`src/hdl/sac_pkg.sv`:
```
// shared constants and state types for the converter link
package sac_pkg;

  // =========================================================
  // data widths
  localparam int RES_W     = 14;
  localparam int FRAME_W   = 16;
  localparam int CMD_W     = 16;
  localparam int BITCNT_W  = 5;
  localparam int TMR_W     = 19;

  // =========================================================
  // clock and timing
  localparam int CLK_HZ        = 10_000_000;
  localparam int CLK_PER_NS    = 1_000_000_000 / CLK_HZ;
  localparam int CAL_DELAY_MS  = 40;
  localparam int CAL_DELAY_CYC = CAL_DELAY_MS * (CLK_HZ / 1000);
  localparam int CAL_RUN_CYC   = 64;
  localparam int CONV_CYC      = 8;
  localparam int SCLK_MAX_MHZ  = 100;
  localparam int SCLK_MIN_NS   = 1000 / SCLK_MAX_MHZ;
  localparam int SCLK_MIN_HALF = (SCLK_MIN_NS + 2 * CLK_PER_NS - 1) / (2 * CLK_PER_NS);
  localparam int SCLK_HALF     = 4;
  localparam int GAP_CYC       = 8;

  // =========================================================
  // command word layout
  localparam int        OP_MSB    = 15;
  localparam int        OP_LSB    = 12;
  localparam int        LOG_MSB   = 3;
  localparam int        LOG_LSB   = 0;
  localparam logic[3:0] OP_RECAL  = 4'ha;
  localparam logic[3:0] OP_ACCUM  = 4'hc;
  localparam int        ACC_MAX_LOG = 10;
  localparam int        ACC_W     = RES_W + ACC_MAX_LOG;
  localparam int        ACC_CNT_W = ACC_MAX_LOG + 1;
  localparam logic[3:0] ACC_LOG_RST = 4'h0;

  typedef enum logic [2:0] {S_PWRUP, S_CAL, S_STBY, S_CONV, S_DONE} sac_dev_st_t;
  typedef enum logic [2:0] {H_IDLE, H_RISE, H_CONV, H_GAP, H_LOW, H_HIGH, H_END} sac_host_st_t;

endpackage

```
`src/hdl/sac_link_if.sv`:
```
// link wires between converter end and host end
`timescale 1ns/10ps
interface sac_link_if;
  logic convert_strobe;
  logic sclk;
  logic sdi;
  logic sdo;
  logic busy;

  modport dev (
    input  convert_strobe, sclk, sdi,
    output sdo, busy
  );

  modport host (
    output convert_strobe, sclk, sdi,
    input  sdo, busy
  );
endinterface

```
`src/hdl/sac_dev.sv`:
```
// converter end: conversion sequencing, calibration, accumulator, serial readout
`timescale 1ns/10ps

// Functional notes
// RL1: strobe rising edge starts a conversion
// RL2: result shown only after done and strobe low
// RL3: after presenting result, return to standby acquisition
// RL4: host clocks result out only during standby
// RL5: conversion timed by on-chip clock, not sclk
// RL6: self-calibration about 40 ms after power-up
// RL7: recalibrate command triggers full self-calibration
// RL8: after power-up calibration, enter standby
// RL9: accumulator averages up to 1024 results
// RL10: three wires plus optional busy indication; link has four wires here (convert_strobe, sclk, sdi, sdo) plus busy
// RL11: host serial clock at most 100 MHz
// RL12: 14-bit result, no pipeline latency
// RL13: result shifted out MSB first, one per clock
// RL14: command word decoded from host serial bits
module sac_dev #(
  parameter int CAL_DELAY_CYC = sac_pkg::CAL_DELAY_CYC // power-up wait in cycles
) (
  input  wire logic                      CLK_IN,      // on-chip clock
  input  wire logic                      RST_B_IN,    // sync reset, active low
  input  wire logic                      CE_IN,       // clock enable
  input  wire logic [sac_pkg::RES_W-1:0] SAMPLE_IN,   // digitised analog input
  output logic                           STANDBY_OUT, // acquisition state
  output logic [3:0]                     ACC_LOG_OUT, // accumulate exponent
  sac_link_if.dev                        LINK         // link pins
);

  // =========================================================
  // declarations
  sac_pkg::sac_dev_st_t              state_r;
  sac_pkg::sac_dev_st_t              state_nxt;
  logic [sac_pkg::TMR_W-1:0]         tmr_r;
  logic [2:0]                        strb_s;
  logic [2:0]                        sclk_s;
  logic [1:0]                        sdi_s;
  logic                              strb_rise;
  logic                              sclk_rise;
  logic                              sclk_fall;
  logic                              tmr_end;
  logic                              load_frame;
  logic                              conv_end;
  logic                              busy_r;
  logic [sac_pkg::FRAME_W-1:0]       frame_r;
  logic [sac_pkg::CMD_W-1:0]         cmd_r;
  logic [sac_pkg::BITCNT_W-1:0]      bit_cnt_r;
  logic                              cmd_stb_r;
  logic                              cmd_recal;
  logic                              cmd_accum;
  logic [3:0]                        acc_log_r;
  logic [sac_pkg::ACC_W-1:0]         acc_sum_r;
  logic [sac_pkg::ACC_W-1:0]         acc_sum_nxt;
  logic [sac_pkg::ACC_CNT_W-1:0]     acc_cnt_r;
  logic [sac_pkg::RES_W-1:0]         hold_r;
  logic [sac_pkg::RES_W-1:0]         result_r;

  // phase length in cycles as the last timer index of that phase
  function automatic logic [sac_pkg::TMR_W-1:0] last_cyc(input int n);
    last_cyc = sac_pkg::TMR_W'(n - 1);
  endfunction

  // =========================================================
  // pin synchronisers
  always_ff @(posedge CLK_IN) begin
    if (!RST_B_IN) begin
      strb_s <= 3'h0;
      sclk_s <= 3'h0;
      sdi_s  <= 2'h0;
    end else if (CE_IN) begin
      strb_s <= {strb_s[1:0], LINK.convert_strobe};
      sclk_s <= {sclk_s[1:0], LINK.sclk};
      sdi_s  <= {sdi_s[0], LINK.sdi};
    end
  end

  // RL1: strobe edge detect
  assign strb_rise = strb_s[1] & ~strb_s[2];
  assign sclk_rise = sclk_s[1] & ~sclk_s[2];
  assign sclk_fall = ~sclk_s[1] & sclk_s[2];

  // =========================================================
  // sequencer
  assign conv_end   = (state_r == sac_pkg::S_CONV) && tmr_end;
  // RL2: load only when done and strobe low
  assign load_frame = (state_r == sac_pkg::S_DONE) && !strb_s[1];

  always_comb begin
    tmr_end = 1'b0;
    case (state_r)
      sac_pkg::S_PWRUP: tmr_end = (tmr_r == last_cyc(CAL_DELAY_CYC));
      sac_pkg::S_CAL:   tmr_end = (tmr_r == last_cyc(sac_pkg::CAL_RUN_CYC));
      sac_pkg::S_CONV:  tmr_end = (tmr_r == last_cyc(sac_pkg::CONV_CYC));
      default:          tmr_end = 1'b0;
    endcase
  end

  always_comb begin
    state_nxt = state_r;
    case (state_r)
      // RL6: wait before automatic calibration
      sac_pkg::S_PWRUP: if (tmr_end) state_nxt = sac_pkg::S_CAL;
      // RL8: calibration ends in standby
      sac_pkg::S_CAL:   if (tmr_end) state_nxt = sac_pkg::S_STBY;
      sac_pkg::S_STBY: begin
        // RL1: start conversion on edge
        if (strb_rise) begin
          state_nxt = sac_pkg::S_CONV;
        // RL7: recalibrate on command
        end else if (cmd_recal) begin
          state_nxt = sac_pkg::S_CAL;
        end
      end
      // RL5: timed by own clock only
      sac_pkg::S_CONV:  if (tmr_end) state_nxt = sac_pkg::S_DONE;
      // RL3: back to acquisition
      sac_pkg::S_DONE:  if (load_frame) state_nxt = sac_pkg::S_STBY;
      default:          state_nxt = sac_pkg::S_PWRUP;
    endcase
  end

  always_ff @(posedge CLK_IN) begin
    if (!RST_B_IN) begin
      state_r <= sac_pkg::S_PWRUP;
    end else if (CE_IN) begin
      state_r <= state_nxt;
    end
  end

  always_ff @(posedge CLK_IN) begin
    if (!RST_B_IN) begin
      tmr_r <= '0;
    end else if (CE_IN) begin
      if (state_nxt != state_r) begin
        tmr_r <= '0;
      end else if (!tmr_end) begin
        tmr_r <= tmr_r + 1'b1;
      end
    end
  end

  // RL10: busy high in power-up, calibration, conversion
  always_ff @(posedge CLK_IN) begin
    if (!RST_B_IN) begin
      busy_r <= 1'b1;
    end else if (CE_IN) begin
      busy_r <= (state_nxt == sac_pkg::S_PWRUP) || (state_nxt == sac_pkg::S_CAL) ||
                (state_nxt == sac_pkg::S_CONV);
    end
  end

  // =========================================================
  // sample hold and accumulator
  always_ff @(posedge CLK_IN) begin
    if (!RST_B_IN) begin
      hold_r <= '0;
    end else if (CE_IN && state_r == sac_pkg::S_STBY && strb_rise) begin
      hold_r <= SAMPLE_IN;
    end
  end

  assign acc_sum_nxt = acc_sum_r + sac_pkg::ACC_W'(hold_r);

  // RL9: sum 2^n results then average
  always_ff @(posedge CLK_IN) begin
    if (!RST_B_IN) begin
      acc_sum_r <= '0;
      acc_cnt_r <= '0;
      result_r  <= '0;
    end else if (CE_IN) begin
      if (cmd_accum) begin
        acc_sum_r <= '0;
        acc_cnt_r <= '0;
      // RL12: result from the sample just converted at exponent 0, else average of the last 2^n samples
      end else if (conv_end) begin
        if ((acc_cnt_r + 1'b1) == (sac_pkg::ACC_CNT_W'(1) << acc_log_r)) begin
          result_r  <= sac_pkg::RES_W'(acc_sum_nxt >> acc_log_r);
          acc_sum_r <= '0;
          acc_cnt_r <= '0;
        end else begin
          acc_sum_r <= acc_sum_nxt;
          acc_cnt_r <= acc_cnt_r + 1'b1;
        end
      end
    end
  end

  // =========================================================
  // serial readout and command capture
  always_ff @(posedge CLK_IN) begin
    if (!RST_B_IN) begin
      frame_r <= '0;
    end else if (CE_IN) begin
      if (load_frame) begin
        frame_r <= sac_pkg::FRAME_W'(result_r);
      // RL13: shift MSB first on falling sclk
      end else if (state_r == sac_pkg::S_STBY && sclk_fall) begin
        frame_r <= {frame_r[sac_pkg::FRAME_W-2:0], 1'b0};
      end
    end
  end

  // RL14: command bits taken on rising sclk
  always_ff @(posedge CLK_IN) begin
    if (!RST_B_IN) begin
      cmd_r     <= '0;
      bit_cnt_r <= '0;
      cmd_stb_r <= 1'b0;
    end else if (CE_IN) begin
      cmd_stb_r <= 1'b0;
      if (load_frame) begin
        bit_cnt_r <= '0;
      // RL4: link active only in standby
      end else if (state_r == sac_pkg::S_STBY && sclk_rise &&
                   bit_cnt_r != sac_pkg::BITCNT_W'(sac_pkg::CMD_W)) begin
        cmd_r     <= {cmd_r[sac_pkg::CMD_W-2:0], sdi_s[1]};
        bit_cnt_r <= bit_cnt_r + 1'b1;
        cmd_stb_r <= (bit_cnt_r == sac_pkg::BITCNT_W'(sac_pkg::CMD_W - 1));
      end
    end
  end

  assign cmd_recal = cmd_stb_r && cmd_r[sac_pkg::OP_MSB:sac_pkg::OP_LSB] == sac_pkg::OP_RECAL;
  assign cmd_accum = cmd_stb_r && cmd_r[sac_pkg::OP_MSB:sac_pkg::OP_LSB] == sac_pkg::OP_ACCUM;

  // RL9: exponent clamped to 1024 samples
  always_ff @(posedge CLK_IN) begin
    if (!RST_B_IN) begin
      acc_log_r <= sac_pkg::ACC_LOG_RST;
    end else if (CE_IN && cmd_accum) begin
      if (cmd_r[sac_pkg::LOG_MSB:sac_pkg::LOG_LSB] > 4'(sac_pkg::ACC_MAX_LOG)) begin
        acc_log_r <= 4'(sac_pkg::ACC_MAX_LOG);
      end else begin
        acc_log_r <= cmd_r[sac_pkg::LOG_MSB:sac_pkg::LOG_LSB];
      end
    end
  end

  // =========================================================
  // outputs
  assign LINK.sdo    = frame_r[sac_pkg::FRAME_W-1];
  assign LINK.busy   = busy_r;
  assign ACC_LOG_OUT = acc_log_r;

  always_ff @(posedge CLK_IN) begin
    if (!RST_B_IN) begin
      STANDBY_OUT <= 1'b0;
    end else if (CE_IN) begin
      STANDBY_OUT <= (state_nxt == sac_pkg::S_STBY);
    end
  end

endmodule // sac_dev

```
`src/flat_wrapper.sv`:
```
// flat-port wrapper written by rule: the top's interface ports become plain ports
module sac_dev_flat 
#(
  parameter int CAL_DELAY_CYC = sac_pkg::CAL_DELAY_CYC                           
)
  (CLK_IN, RST_B_IN, CE_IN, SAMPLE_IN, STANDBY_OUT, ACC_LOG_OUT, LINK_convert_strobe, LINK_sclk, LINK_sdi, LINK_sdo, LINK_busy);
  sac_link_if LINK_i ();
  input  wire logic CLK_IN;
  input  wire logic RST_B_IN;
  input  wire logic CE_IN;
  input  wire logic [sac_pkg::RES_W-1:0] SAMPLE_IN;
  output logic STANDBY_OUT;
  output logic [3:0] ACC_LOG_OUT;
  input wire logic [$bits(LINK_i.convert_strobe)-1:0] LINK_convert_strobe;
  input wire logic [$bits(LINK_i.sclk)-1:0] LINK_sclk;
  input wire logic [$bits(LINK_i.sdi)-1:0] LINK_sdi;
  output wire logic [$bits(LINK_i.sdo)-1:0] LINK_sdo;
  output wire logic [$bits(LINK_i.busy)-1:0] LINK_busy;
  assign LINK_i.convert_strobe = LINK_convert_strobe;
  assign LINK_i.sclk = LINK_sclk;
  assign LINK_i.sdi = LINK_sdi;
  assign LINK_sdo = LINK_i.sdo;
  assign LINK_busy = LINK_i.busy;
  sac_dev #(.CAL_DELAY_CYC(CAL_DELAY_CYC)) u_core (.CLK_IN(CLK_IN), .RST_B_IN(RST_B_IN), .CE_IN(CE_IN), .SAMPLE_IN(SAMPLE_IN), .STANDBY_OUT(STANDBY_OUT), .ACC_LOG_OUT(ACC_LOG_OUT), .LINK(LINK_i));
endmodule
```
`config.mk`:
```
export PLATFORM = sky130hd
export DESIGN_NAME = sac_dev_flat
export DESIGN_NICKNAME = d
export VERILOG_FILES = /design/src/hdl/sac_pkg.sv /design/src/hdl/sac_link_if.sv /design/src/hdl/sac_dev.sv /design/src/flat_wrapper.sv
export SDC_FILE = /design/constraint.sdc
export NUM_CORES = 1
export LEC_CHECK = 0
export BUFFER_PORTS_ARGS = -buffer_cell sky130_fd_sc_hd__buf_2
export CORE_MARGIN = 3
export CORE_UTILIZATION = 60
export CTS_BUF_LIST = sky130_fd_sc_hd__clkbuf_16
export DETAILED_ROUTE_END_ITERATION = 16
export GPL_ROUTABILITY_DRIVEN = 0
export PLACE_DENSITY = 0.77
export SLEW_MARGIN = 10
export SYNTH_ARGS = -nofsm -noshare
export SYNTH_HDL_FRONTEND = slang
export SYNTH_SLANG_ARGS = --single-unit
```
`constraint.sdc`:
```
create_clock -name CLK_IN -period 6.1 [get_ports CLK_IN]
set_input_delay 1.22 -clock CLK_IN [delete_from_list [all_inputs] [get_ports CLK_IN]]
set_output_delay 1.22 -clock CLK_IN [all_outputs]
set_load 0.005 [all_outputs]
```
==> results of run 1 <==
[sequential cells by signal, indices dropped and copies added, names as in the netlist]
register            cells
u_core.strb_s           3
u_core.state_r          3
u_core.LINK.busy        1
u_core.ACC_LOG_OUT      4
u_core.frame_r         16
u_core.bit_cnt_r        5
u_core.sclk_s           3
u_core.acc_cnt_r       11
u_core.cmd_stb_r        1
u_core.sdi_s            2
u_core.cmd_r           16
u_core.STANDBY_OUT      1
u_core.acc_sum_r       24
u_core.result_r        14
u_core.tmr_r           19
u_core.hold_r          14
[Yosys cell counts, types with 6 or more instances]
cell type	instances	area share
nor2_1	133	0.059
o21ai_0	32	0.019
a21oi_1	73	0.043
clkbuf_1	54	0.024
nor3_1	29	0.017
or3_1	9	0.0067
a22oi_1	24	0.021
nor4b_1	6	0.0062
nand2_1	98	0.044
mux2i_1	57	0.068
nand4_1	13	0.0097
a211oi_1	32	0.029
a31oi_1	14	0.010
and4_1	8	0.0083
nor2b_1	10	0.0074
nand3_1	33	0.020
a311oi_1	14	0.015
nor3b_1	8	0.0071
nand2b_1	9	0.0067
dfxtp_1	137	0.33
xor2_1	21	0.022
buf_2	10	0.0059
o211ai_1	8	0.0071
and3_1	17	0.013
inv_1	17	0.0076
mux4_2	8	0.021
a21o_1	12	0.011
o31ai_1	6	0.0054
xnor2_1	21	0.022
and2_1	7	0.0052
o22ai_1	6	0.0045
buf_1	7	0.0031
ha_1	19	0.028
[worst max path at each step]
stage	start	end	slack, ps	cells after the start
6_report	u_core.ACC_LOG_OUT[0]	u_core.acc_sum_r[22]	2240	11
5_1_grt	u_core.ACC_LOG_OUT[0]	u_core.acc_sum_r[22]	1930	11
4_1_cts	u_core.ACC_LOG_OUT[0]	u_core.acc_sum_r[22]	2330	11
3_5_place_dp	CE_IN	u_core.result_r[11]	2100	8
3_3_place_gp	CE_IN	u_core.result_r[10]	2160	8
2_1_floorplan	CE_IN	u_core.result_r[0]	3150	8
[power groups by stage]
| stage | Sequential, mW | Clock (mW) | Combinational [mW] |
|---|---|---|---|
| 2_1_floorplan | 0.927 | 0 | 0.0434 |
| 3_3_place_gp | 0.929 | 0 | 0.0561 |
| 3_5_place_dp | 0.930 | 0 | 0.0571 |
| 4_1_cts | 0.910 | 1.06 | 0.0575 |
| 5_1_grt | 0.910 | 1.11 | 0.0643 |
| 6_report | 0.910 | 1.05 | 0.0572 |
[layout by cell type, fill, tap and decap left out, drive strengths merged, types with 19 or more instances in the layout]
cell | Yosys | final
xnor2 | 21 | 21
nor2 | 134 | 134
dfxtp | 137 | 137
nand3 | 34 | 34
mux2i | 57 | 57
a21oi | 74 | 74
a22oi | 24 | 24
nor3 | 29 | 29
ha | 19 | 19
a211oi | 32 | 32
nand2 | 99 | 99
xor2 | 21 | 21
inv | 21 | 26
o21ai | 34 | 34
buf | 21 | 34
[final cells by class]
cell class / instances / area [um2] / share of cell area
Clock buffer: 17 / 425 / 0.0467
Clock inverter: 15 / 164 / 0.0180
Inverter: 21 / 80.1 / 0.00879
Multi-Input combinational cell: 808 / 5280 / 0.580
Sequential cell: 137 / 2740 / 0.301
Tap cell: 176 / 220 / 0.0242
Timing Repair Buffer: 34 / 190 / 0.0209
[logic make-up (layout without fill, tap and decap cells)]
group,after synthesis,count (layout)
AOI/OAI and AO/OA,274,274
xor gates and xnor gates,42,42
adders and majority gates,20,20
buffers and inverters,96,87
DFF,137,137
muxes,67,67
and+or+nand+nor,405,405
[worst max-delay path, stage by stage, from the launching register on]
cell and delay, ps:
dfxtp_1 570, buf_4 350, or3b_2 540, a21oi_1 160
nor3_1 70, or3_1 390, nand4_1 190, nor3b_2 150
nor2_2 490, buf_4 410, a21oi_1 120, a311oi_1 280
[routing by layer]
metal,up-vias,track usage,routed length (um),share of wire
met5,-,0,0,0
li1,3803,-,-,-
met4,0,0.0741,354,0.017
met3,38,0.0497,1200,0.059
met1,3684,0.369,9670,0.48
met2,277,0.393,9020,0.45
[stage by stage]
step	std cells	instance area [um2]	utilization
after CTS	1208	9100	0.677
after global routing	1208	9100	0.677
after detailed placement	1176	8520	0.633
after global placement	1176	8520	0.633
after floorplan	1041	8410	-
final	1208	9100	0.677
==> reports/metrics.cfg, run 1 <==
[finish]
fin_nets=1059
insertedDiodeCount=0
layout-drive-gt1-share=0.0911
area_delta_synth_final_pct=8.24
fillers=1157

[pwr]
power_leakage_nw=3.36
p_seq_frac=0.451
net-switching-power_mw=0.482
p_per_area_mw_per_mm2=221
total_power_mw=2.02
vdd_drop_max_mv=0.189
p_clk_frac=0.520
p_comb_frac=0.028
swShare=0.239
intPower_mw=1.53

[logic_synthesis]
synth-seq-area-share=0.326
netlist_area_mm2=0.00841
synthesis.nets=1081
synth_edf_count=0
synthAdderAreaFrac=0.0306
synth-simple-area-share=0.237
synth_cells=1041
yosys_warnings=0
ys.flop_type=dfxtp_1
synth_top_family_by_area=simple AND/OR/NAND/NOR gates
synth-seq-cells=137
async_flop_share=0
synth.avg_cell_area_um2=8.08
synth-compound-area-share=0.224
synth_cell_types=79
muxShareOfSynthArea=0.0919
yosys.area_share.xor_xnor=0.0437

[setup_path]
crit_path_end_kind=register
required_ps=6430
rrSetupSlack_ps=2240
regToRegEndpoint=u_core.acc_sum_r[22]
crit_arrival_ps=4190
critical_path_class=reg -> reg
reg2reg_depth=11
critPathMaxFanout=27
rr_startpoint=u_core.ACC_LOG_OUT[0]
critPathLaunchType=register

[sta]
finalCritPeriodShare=0.633
tns_ps=0
slew_headroom=0.255
whs_ps=462
fin_skew_ps=12.2
hold_viol_final=0
worst_slack_ps=2240
setup_viol=0
worstMarginPinSlew_ps=1120
fmax_mhz=259
finalCriticalPeriod_ps=3860
slew_viol_final=0
rsz0062_at_grt=false

[floorplan]
die_h_um=124
ioPinCount=27
core_area_mm2=0.0135
start_util=0.625
die_w_um=124
die_area_mm2=0.0155
rows=42

[worst_hold_path]
min_path_cells=2
worstHoldStart=u_core.hold_r[2]
min_to=u_core.hold_r[2]
hp-class=reg -> reg

[route]
drc_errors=0
ant_nets=0
drtPass1Iterations=6
vias=7802
via_per_inst=6.46
wirelength_um=20200
drtIter0Drc=821
wl_per_cell_um=16.8

[clock_network]
cts_buffers=17
hold_buffers=0
postCtsSetupBuffers=0
clock_path_buffers=2
clock-root-buffer=clkbuf_16
tritoncts=yes
cts_max_level=4
clkTransAtPathRegs_ps=60
clk_latency_ps=440
cts.sinks=137
cts.repair.resized=0

[run_status]
outcome=finished clean

[global_route]
grt_pass1_wl_um=33700
grt_max_degree=108
antenna_found_initial=0
grt_pass1_vias=6898
grt_overflow=0
grt_use_total=0.257

[placed_design]
port-buffer-count=26
dp_slack_ps=2100
place.detailed.hpwl_um=13700

[job]
drv_cap=0

No activity file was read; power rests on OpenSTA's default activity.
==> run 2, diff against run 1 <==
- CORE_UTILIZATION: 60 -> 57
- clock period: 6.1 -> 3.5 ns (I/O delays scaled with it)
==> reports/metrics.cfg, run 2 (synthesis results as in run 1) <==
[run_status]
outcome=finished clean

[setup_path]
rr_startpoint=u_core.hold_r[0]
crit_arrival_ps=3570
critical_path_class=reg -> reg
rrSetupSlack_ps=240
crit_path_end_kind=register
critPathLaunchType=register
regToRegEndpoint=u_core.result_r[9]
reg2reg_depth=12
required_ps=3810
critPathMaxFanout=4

[worst_hold_path]
min_to=u_core.hold_r[9]
hp-class=reg -> reg
min_path_cells=2
worstHoldStart=u_core.hold_r[9]

[route]
drtPass1Iterations=7
wl_per_cell_um=16.9
vias=7859
wirelength_um=20900
ant_nets=0
via_per_inst=6.34
drc_errors=0
drtIter0Drc=910

[finish]
final_util=0.663
area_delta_synth_final_pct=11.5
fillers=1194
largest_register_ffs=24
seq_area_mm2=0.00274
multi_input_area_mm2=0.00531
insertedDiodeCount=0
final_cell_mix=137 x dfxtp_1, 133 x nor2_1, 98 x nand2_1
regMostFlops=u_core.acc_sum_r
layout-drive-gt1-share=0.116
final_common_cell=dfxtp_1
reg.largest.list=u_core.acc_sum_r x24, u_core.tmr_r x19
fin_nets=1086

[job]
drv_cap=0

[global_route]
busiest_layer=met2
antenna_found_initial=0
grt_util_met3=0.0489
grt_use_met2=0.399
grt_use_met1=0.369
grt_overflow=0
grt_pass1_wl_um=35100
grt_use_total=0.260
grt_pass1_vias=7043
grt_max_degree=47

[floorplan]
rows=43
start_util=0.594
die_w_um=127
die_h_um=127
die_area_mm2=0.0163
core_area_mm2=0.0141
ioPinCount=27

[clock_network]
clock_path_buffers=2
hold_buffers=0
tritoncts=yes
cts.repair.resized=0
clk_latency_ps=430
postCtsSetupBuffers=0
cts_buffers=17
cts_max_level=4
clkTransAtPathRegs_ps=60
cts.sinks=137
clock-root-buffer=clkbuf_16

[pwr]
total_power_mw=3.53
power_leakage_nw=3.51
vdd_drop_max_mv=0.360
p_per_area_mw_per_mm2=376

[sta]
slew_viol_final=0
whs_ps=463
setup_viol=0
finalCritPeriodShare=0.933
slew_headroom=0.340
hold_viol_final=0
tns_ps=0
finalCriticalPeriod_ps=3260
worst_slack_ps=236
fmax_mhz=306
fin_skew_ps=14.8
worstMarginPinSlew_ps=984

[placed_design]
dp_slack_ps=243
port-buffer-count=26
place.detailed.hpwl_um=14600

[run 2: worst max-delay path, stage by stage, from the launching register on]
cell and delay [ps]:
dfxtp_1 340, ha_1 190, inv_1 60, fa_1 390, nand2b_1 200, a21o_1 210
a211oi_1 280, a211oi_1 150, a221oi_2 410, nor2_1 70, a211oi_1 420, a22oi_1 190
a32o_1 230
[run 2: cell type report]
cell class / count / share of cell area
flip-flops and latches: 137 / 0.293
multi-input cells: 808 / 0.566
repair buffers: 61 / 0.0446
inverters: 21 / 0.00854
clock inverters: 15 / 0.0185
clock buffers: 17 / 0.0454
well taps: 180 / 0.0240
[run 2: metrics by stage]
step           area [um2]  std cells
2_1_floorplan        8410       1041
3_3_place_gp         8750       1207
3_5_place_dp         8750       1207
4_1_cts              9350       1239
5_1_grt              9380       1239
6_report             9380       1239
[run 2: power breakdown]
part           internal (mW)  switching (mW)
Clock                   1.12           0.717
Combinational         0.0377          0.0646
Sequential              1.57          0.0125
[run 2: how the worst max path moves through the flow]
stage                           start             endpoint  slack, ps
detailed placement   u_core.hold_r[0]   u_core.result_r[9]        240
finish               u_core.hold_r[0]   u_core.result_r[9]        240
global placement     u_core.hold_r[0]  u_core.result_r[11]        310
global route         u_core.hold_r[0]  u_core.result_r[13]        -20
floorplan            u_core.hold_r[0]  u_core.result_r[13]        590
CTS                 u_core.hold_r[12]   u_core.result_r[9]        220
[run 2: per-layer routing]
layer | routed length [um] | share of wire
met3 | 1370 | 0.065
met4 | 484 | 0.023
met2 | 9340 | 0.45
met5 | 0 | 0
met1 | 9730 | 0.47
==> run 3, diff against run 2 <==
- PLACE_DENSITY: 0.77 -> default
- PLACE_DENSITY_LB_ADDON: default -> 0.15
==> reports/metrics.cfg, run 3 (synthesis results as in run 1) <==
[sta]
rsz0062_at_grt=false
fmax_mhz=305
slew_viol_final=0
tns_ps=0
finalCritPeriodShare=0.938
setup_viol=0
slew_headroom=0.257
hold_viol_final=0
worstMarginPinSlew_ps=1110
finalCriticalPeriod_ps=3280
fin_skew_ps=10.4

[floorplan]
die_area_mm2=0.0163
core_area_mm2=0.0141
die_w_um=127
rows=43
ioPinCount=27
start_util=0.594
die_h_um=127

[finish]
insertedDiodeCount=0
final_common_cell=dfxtp_1
final_cell_mix=137 x dfxtp_1, 133 x nor2_1, 98 x nand2_1
post-route-cell-area_mm2=0.00935
final_util=0.661
regMostFlops=u_core.acc_sum_r
finalNonFillerCells=1237
layout-drive-gt1-share=0.115
area_delta_synth_final_pct=11.1
fin_nets=1084
largest_register_ffs=24
reg.largest.list=u_core.acc_sum_r x24, u_core.tmr_r x19

[route]
drtPass1Iterations=6
drtIter0Drc=815
wl_met2_um=9410
vias=7872
wl_met3_um=1450
via_per_inst=6.36
wirelength_um=21400
highest_layer=met4
wl_met1_um=9990
ant_nets=0
drc_errors=0
wl_per_cell_um=17.3

[clock_network]
cts_max_level=4
cts_buffers=17
tritoncts=yes
clk_latency_ps=430
clkTransAtPathRegs_ps=60
clock_path_buffers=2
clock-root-buffer=clkbuf_16
cts.sinks=137

[setup_path]
regToRegEndpoint=u_core.result_r[13]
crit_arrival_ps=3540
critical_path_class=reg -> reg
rr_startpoint=u_core.hold_r[11]
critPathLaunchType=register
required_ps=3760
rrSetupSlack_ps=220
critPathMaxFanout=10
crit_path_end_kind=register
reg2reg_depth=10

[worst_hold_path]
hp-class=reg -> reg
worstHoldStart=u_core.hold_r[0]
min_path_cells=2
min_to=u_core.hold_r[0]

[global_route]
grt_use_total=0.270
grt_max_degree=108
antenna_found_initial=0
grt_pass1_vias=7285
grt_pass1_wl_um=36300
grt_overflow=0

[pwr]
p_per_area_mw_per_mm2=379
vdd_drop_max_mv=0.335
power_leakage_nw=3.50
total_power_mw=3.54

[placed_design]
port-buffer-count=26
place.detailed.hpwl_um=14600
dp.cells=1205
dpl_cell_area_mm2=0.00872

[run_status]
outcome=finished clean

[job]
drv_cap=0

==> run 3: cell types whose count changed in the layout (fill, tap and decap cells not counted) <==
cell / delta
a311oi_1: +1
a311oi_2: -1
buf_12: -1
buf_4: -1
clkinv_2: +1
clkinv_4: -1
clkinvlp_4: +1
ha_1: +1
ha_2: -1
inv_1: -1
nor3_1: -1
nor3_2: +1
o21ai_1: -1
o21ai_2: +1
==> run 3: timing repair <==
action,4_1_cts,5_1_grt
endpoints found under the setup margin,0,5
resized for setup,0,5
buffers inserted,0,0
hold buffers,0,0
==> run 3: final cells by class <==
type	instances	area, um2
Clock inverter	15	174
Tap cell	180	225
Timing Repair Buffer	59	390
Sequential cell	137	2740
Inverter	21	80.1
Fill cell	1179	4800
Multi-Input combinational cell	808	5310
Clock buffer	17	425
==> run 3: worst max-delay path by stage <==
stage                         from                   to  slack, ps  cells past startpoint
2_1_floorplan     u_core.hold_r[0]  u_core.result_r[13]        590                     12
3_3_place_gp      u_core.hold_r[0]   u_core.result_r[9]        240                     12
5_1_grt        u_core.acc_cnt_r[0]  u_core.acc_cnt_r[9]         20                     11
4_1_cts           u_core.hold_r[0]   u_core.result_r[9]        190                     12
3_5_place_dp      u_core.hold_r[0]   u_core.result_r[9]        210                     12
6_report         u_core.hold_r[11]  u_core.result_r[13]        220                     10
==> run 3: worst max-delay path: stages (launching register included) <==
cell and delay [ps]:
dfxtp_1 310, ha_1 430, a21o_1 240, a21o_1 190, a21oi_2 450, nand3_1 320, a211oi_1 340, nor3_2 120
mux4_2 490, a2bb2oi_1 140, a211oi_1 80
==> run 3: metal layers <==
| layer | global-route usage | vias to the layer above |
|---|---|---|
| met4 | 0.102 | 0 |
| li1 | - | 3839 |
| met2 | 0.404 | 313 |
| met3 | 0.0585 | 49 |
| met1 | 0.382 | 3671 |
| met5 | 0 | - |
==> run 3: stage by stage <==
stage                     worst slack (ps)  hold slack (ps)
after floorplan                        588              441
after global placement                 237              452
after detailed placement               215              453
after CTS                              192              463
after global routing                  20.7              491
final                                  217              461
==> run 3: power by group <==
| group | internal [mW] | total, mW | switching (mW) |
|---|---|---|---|
| Combinational | 0.0378 | 0.102 | 0.0645 |
| Sequential | 1.57 | 1.59 | 0.0124 |
| Clock | 1.12 | 1.86 | 0.735 |
| Total | 2.73 | 3.54 | 0.812 |
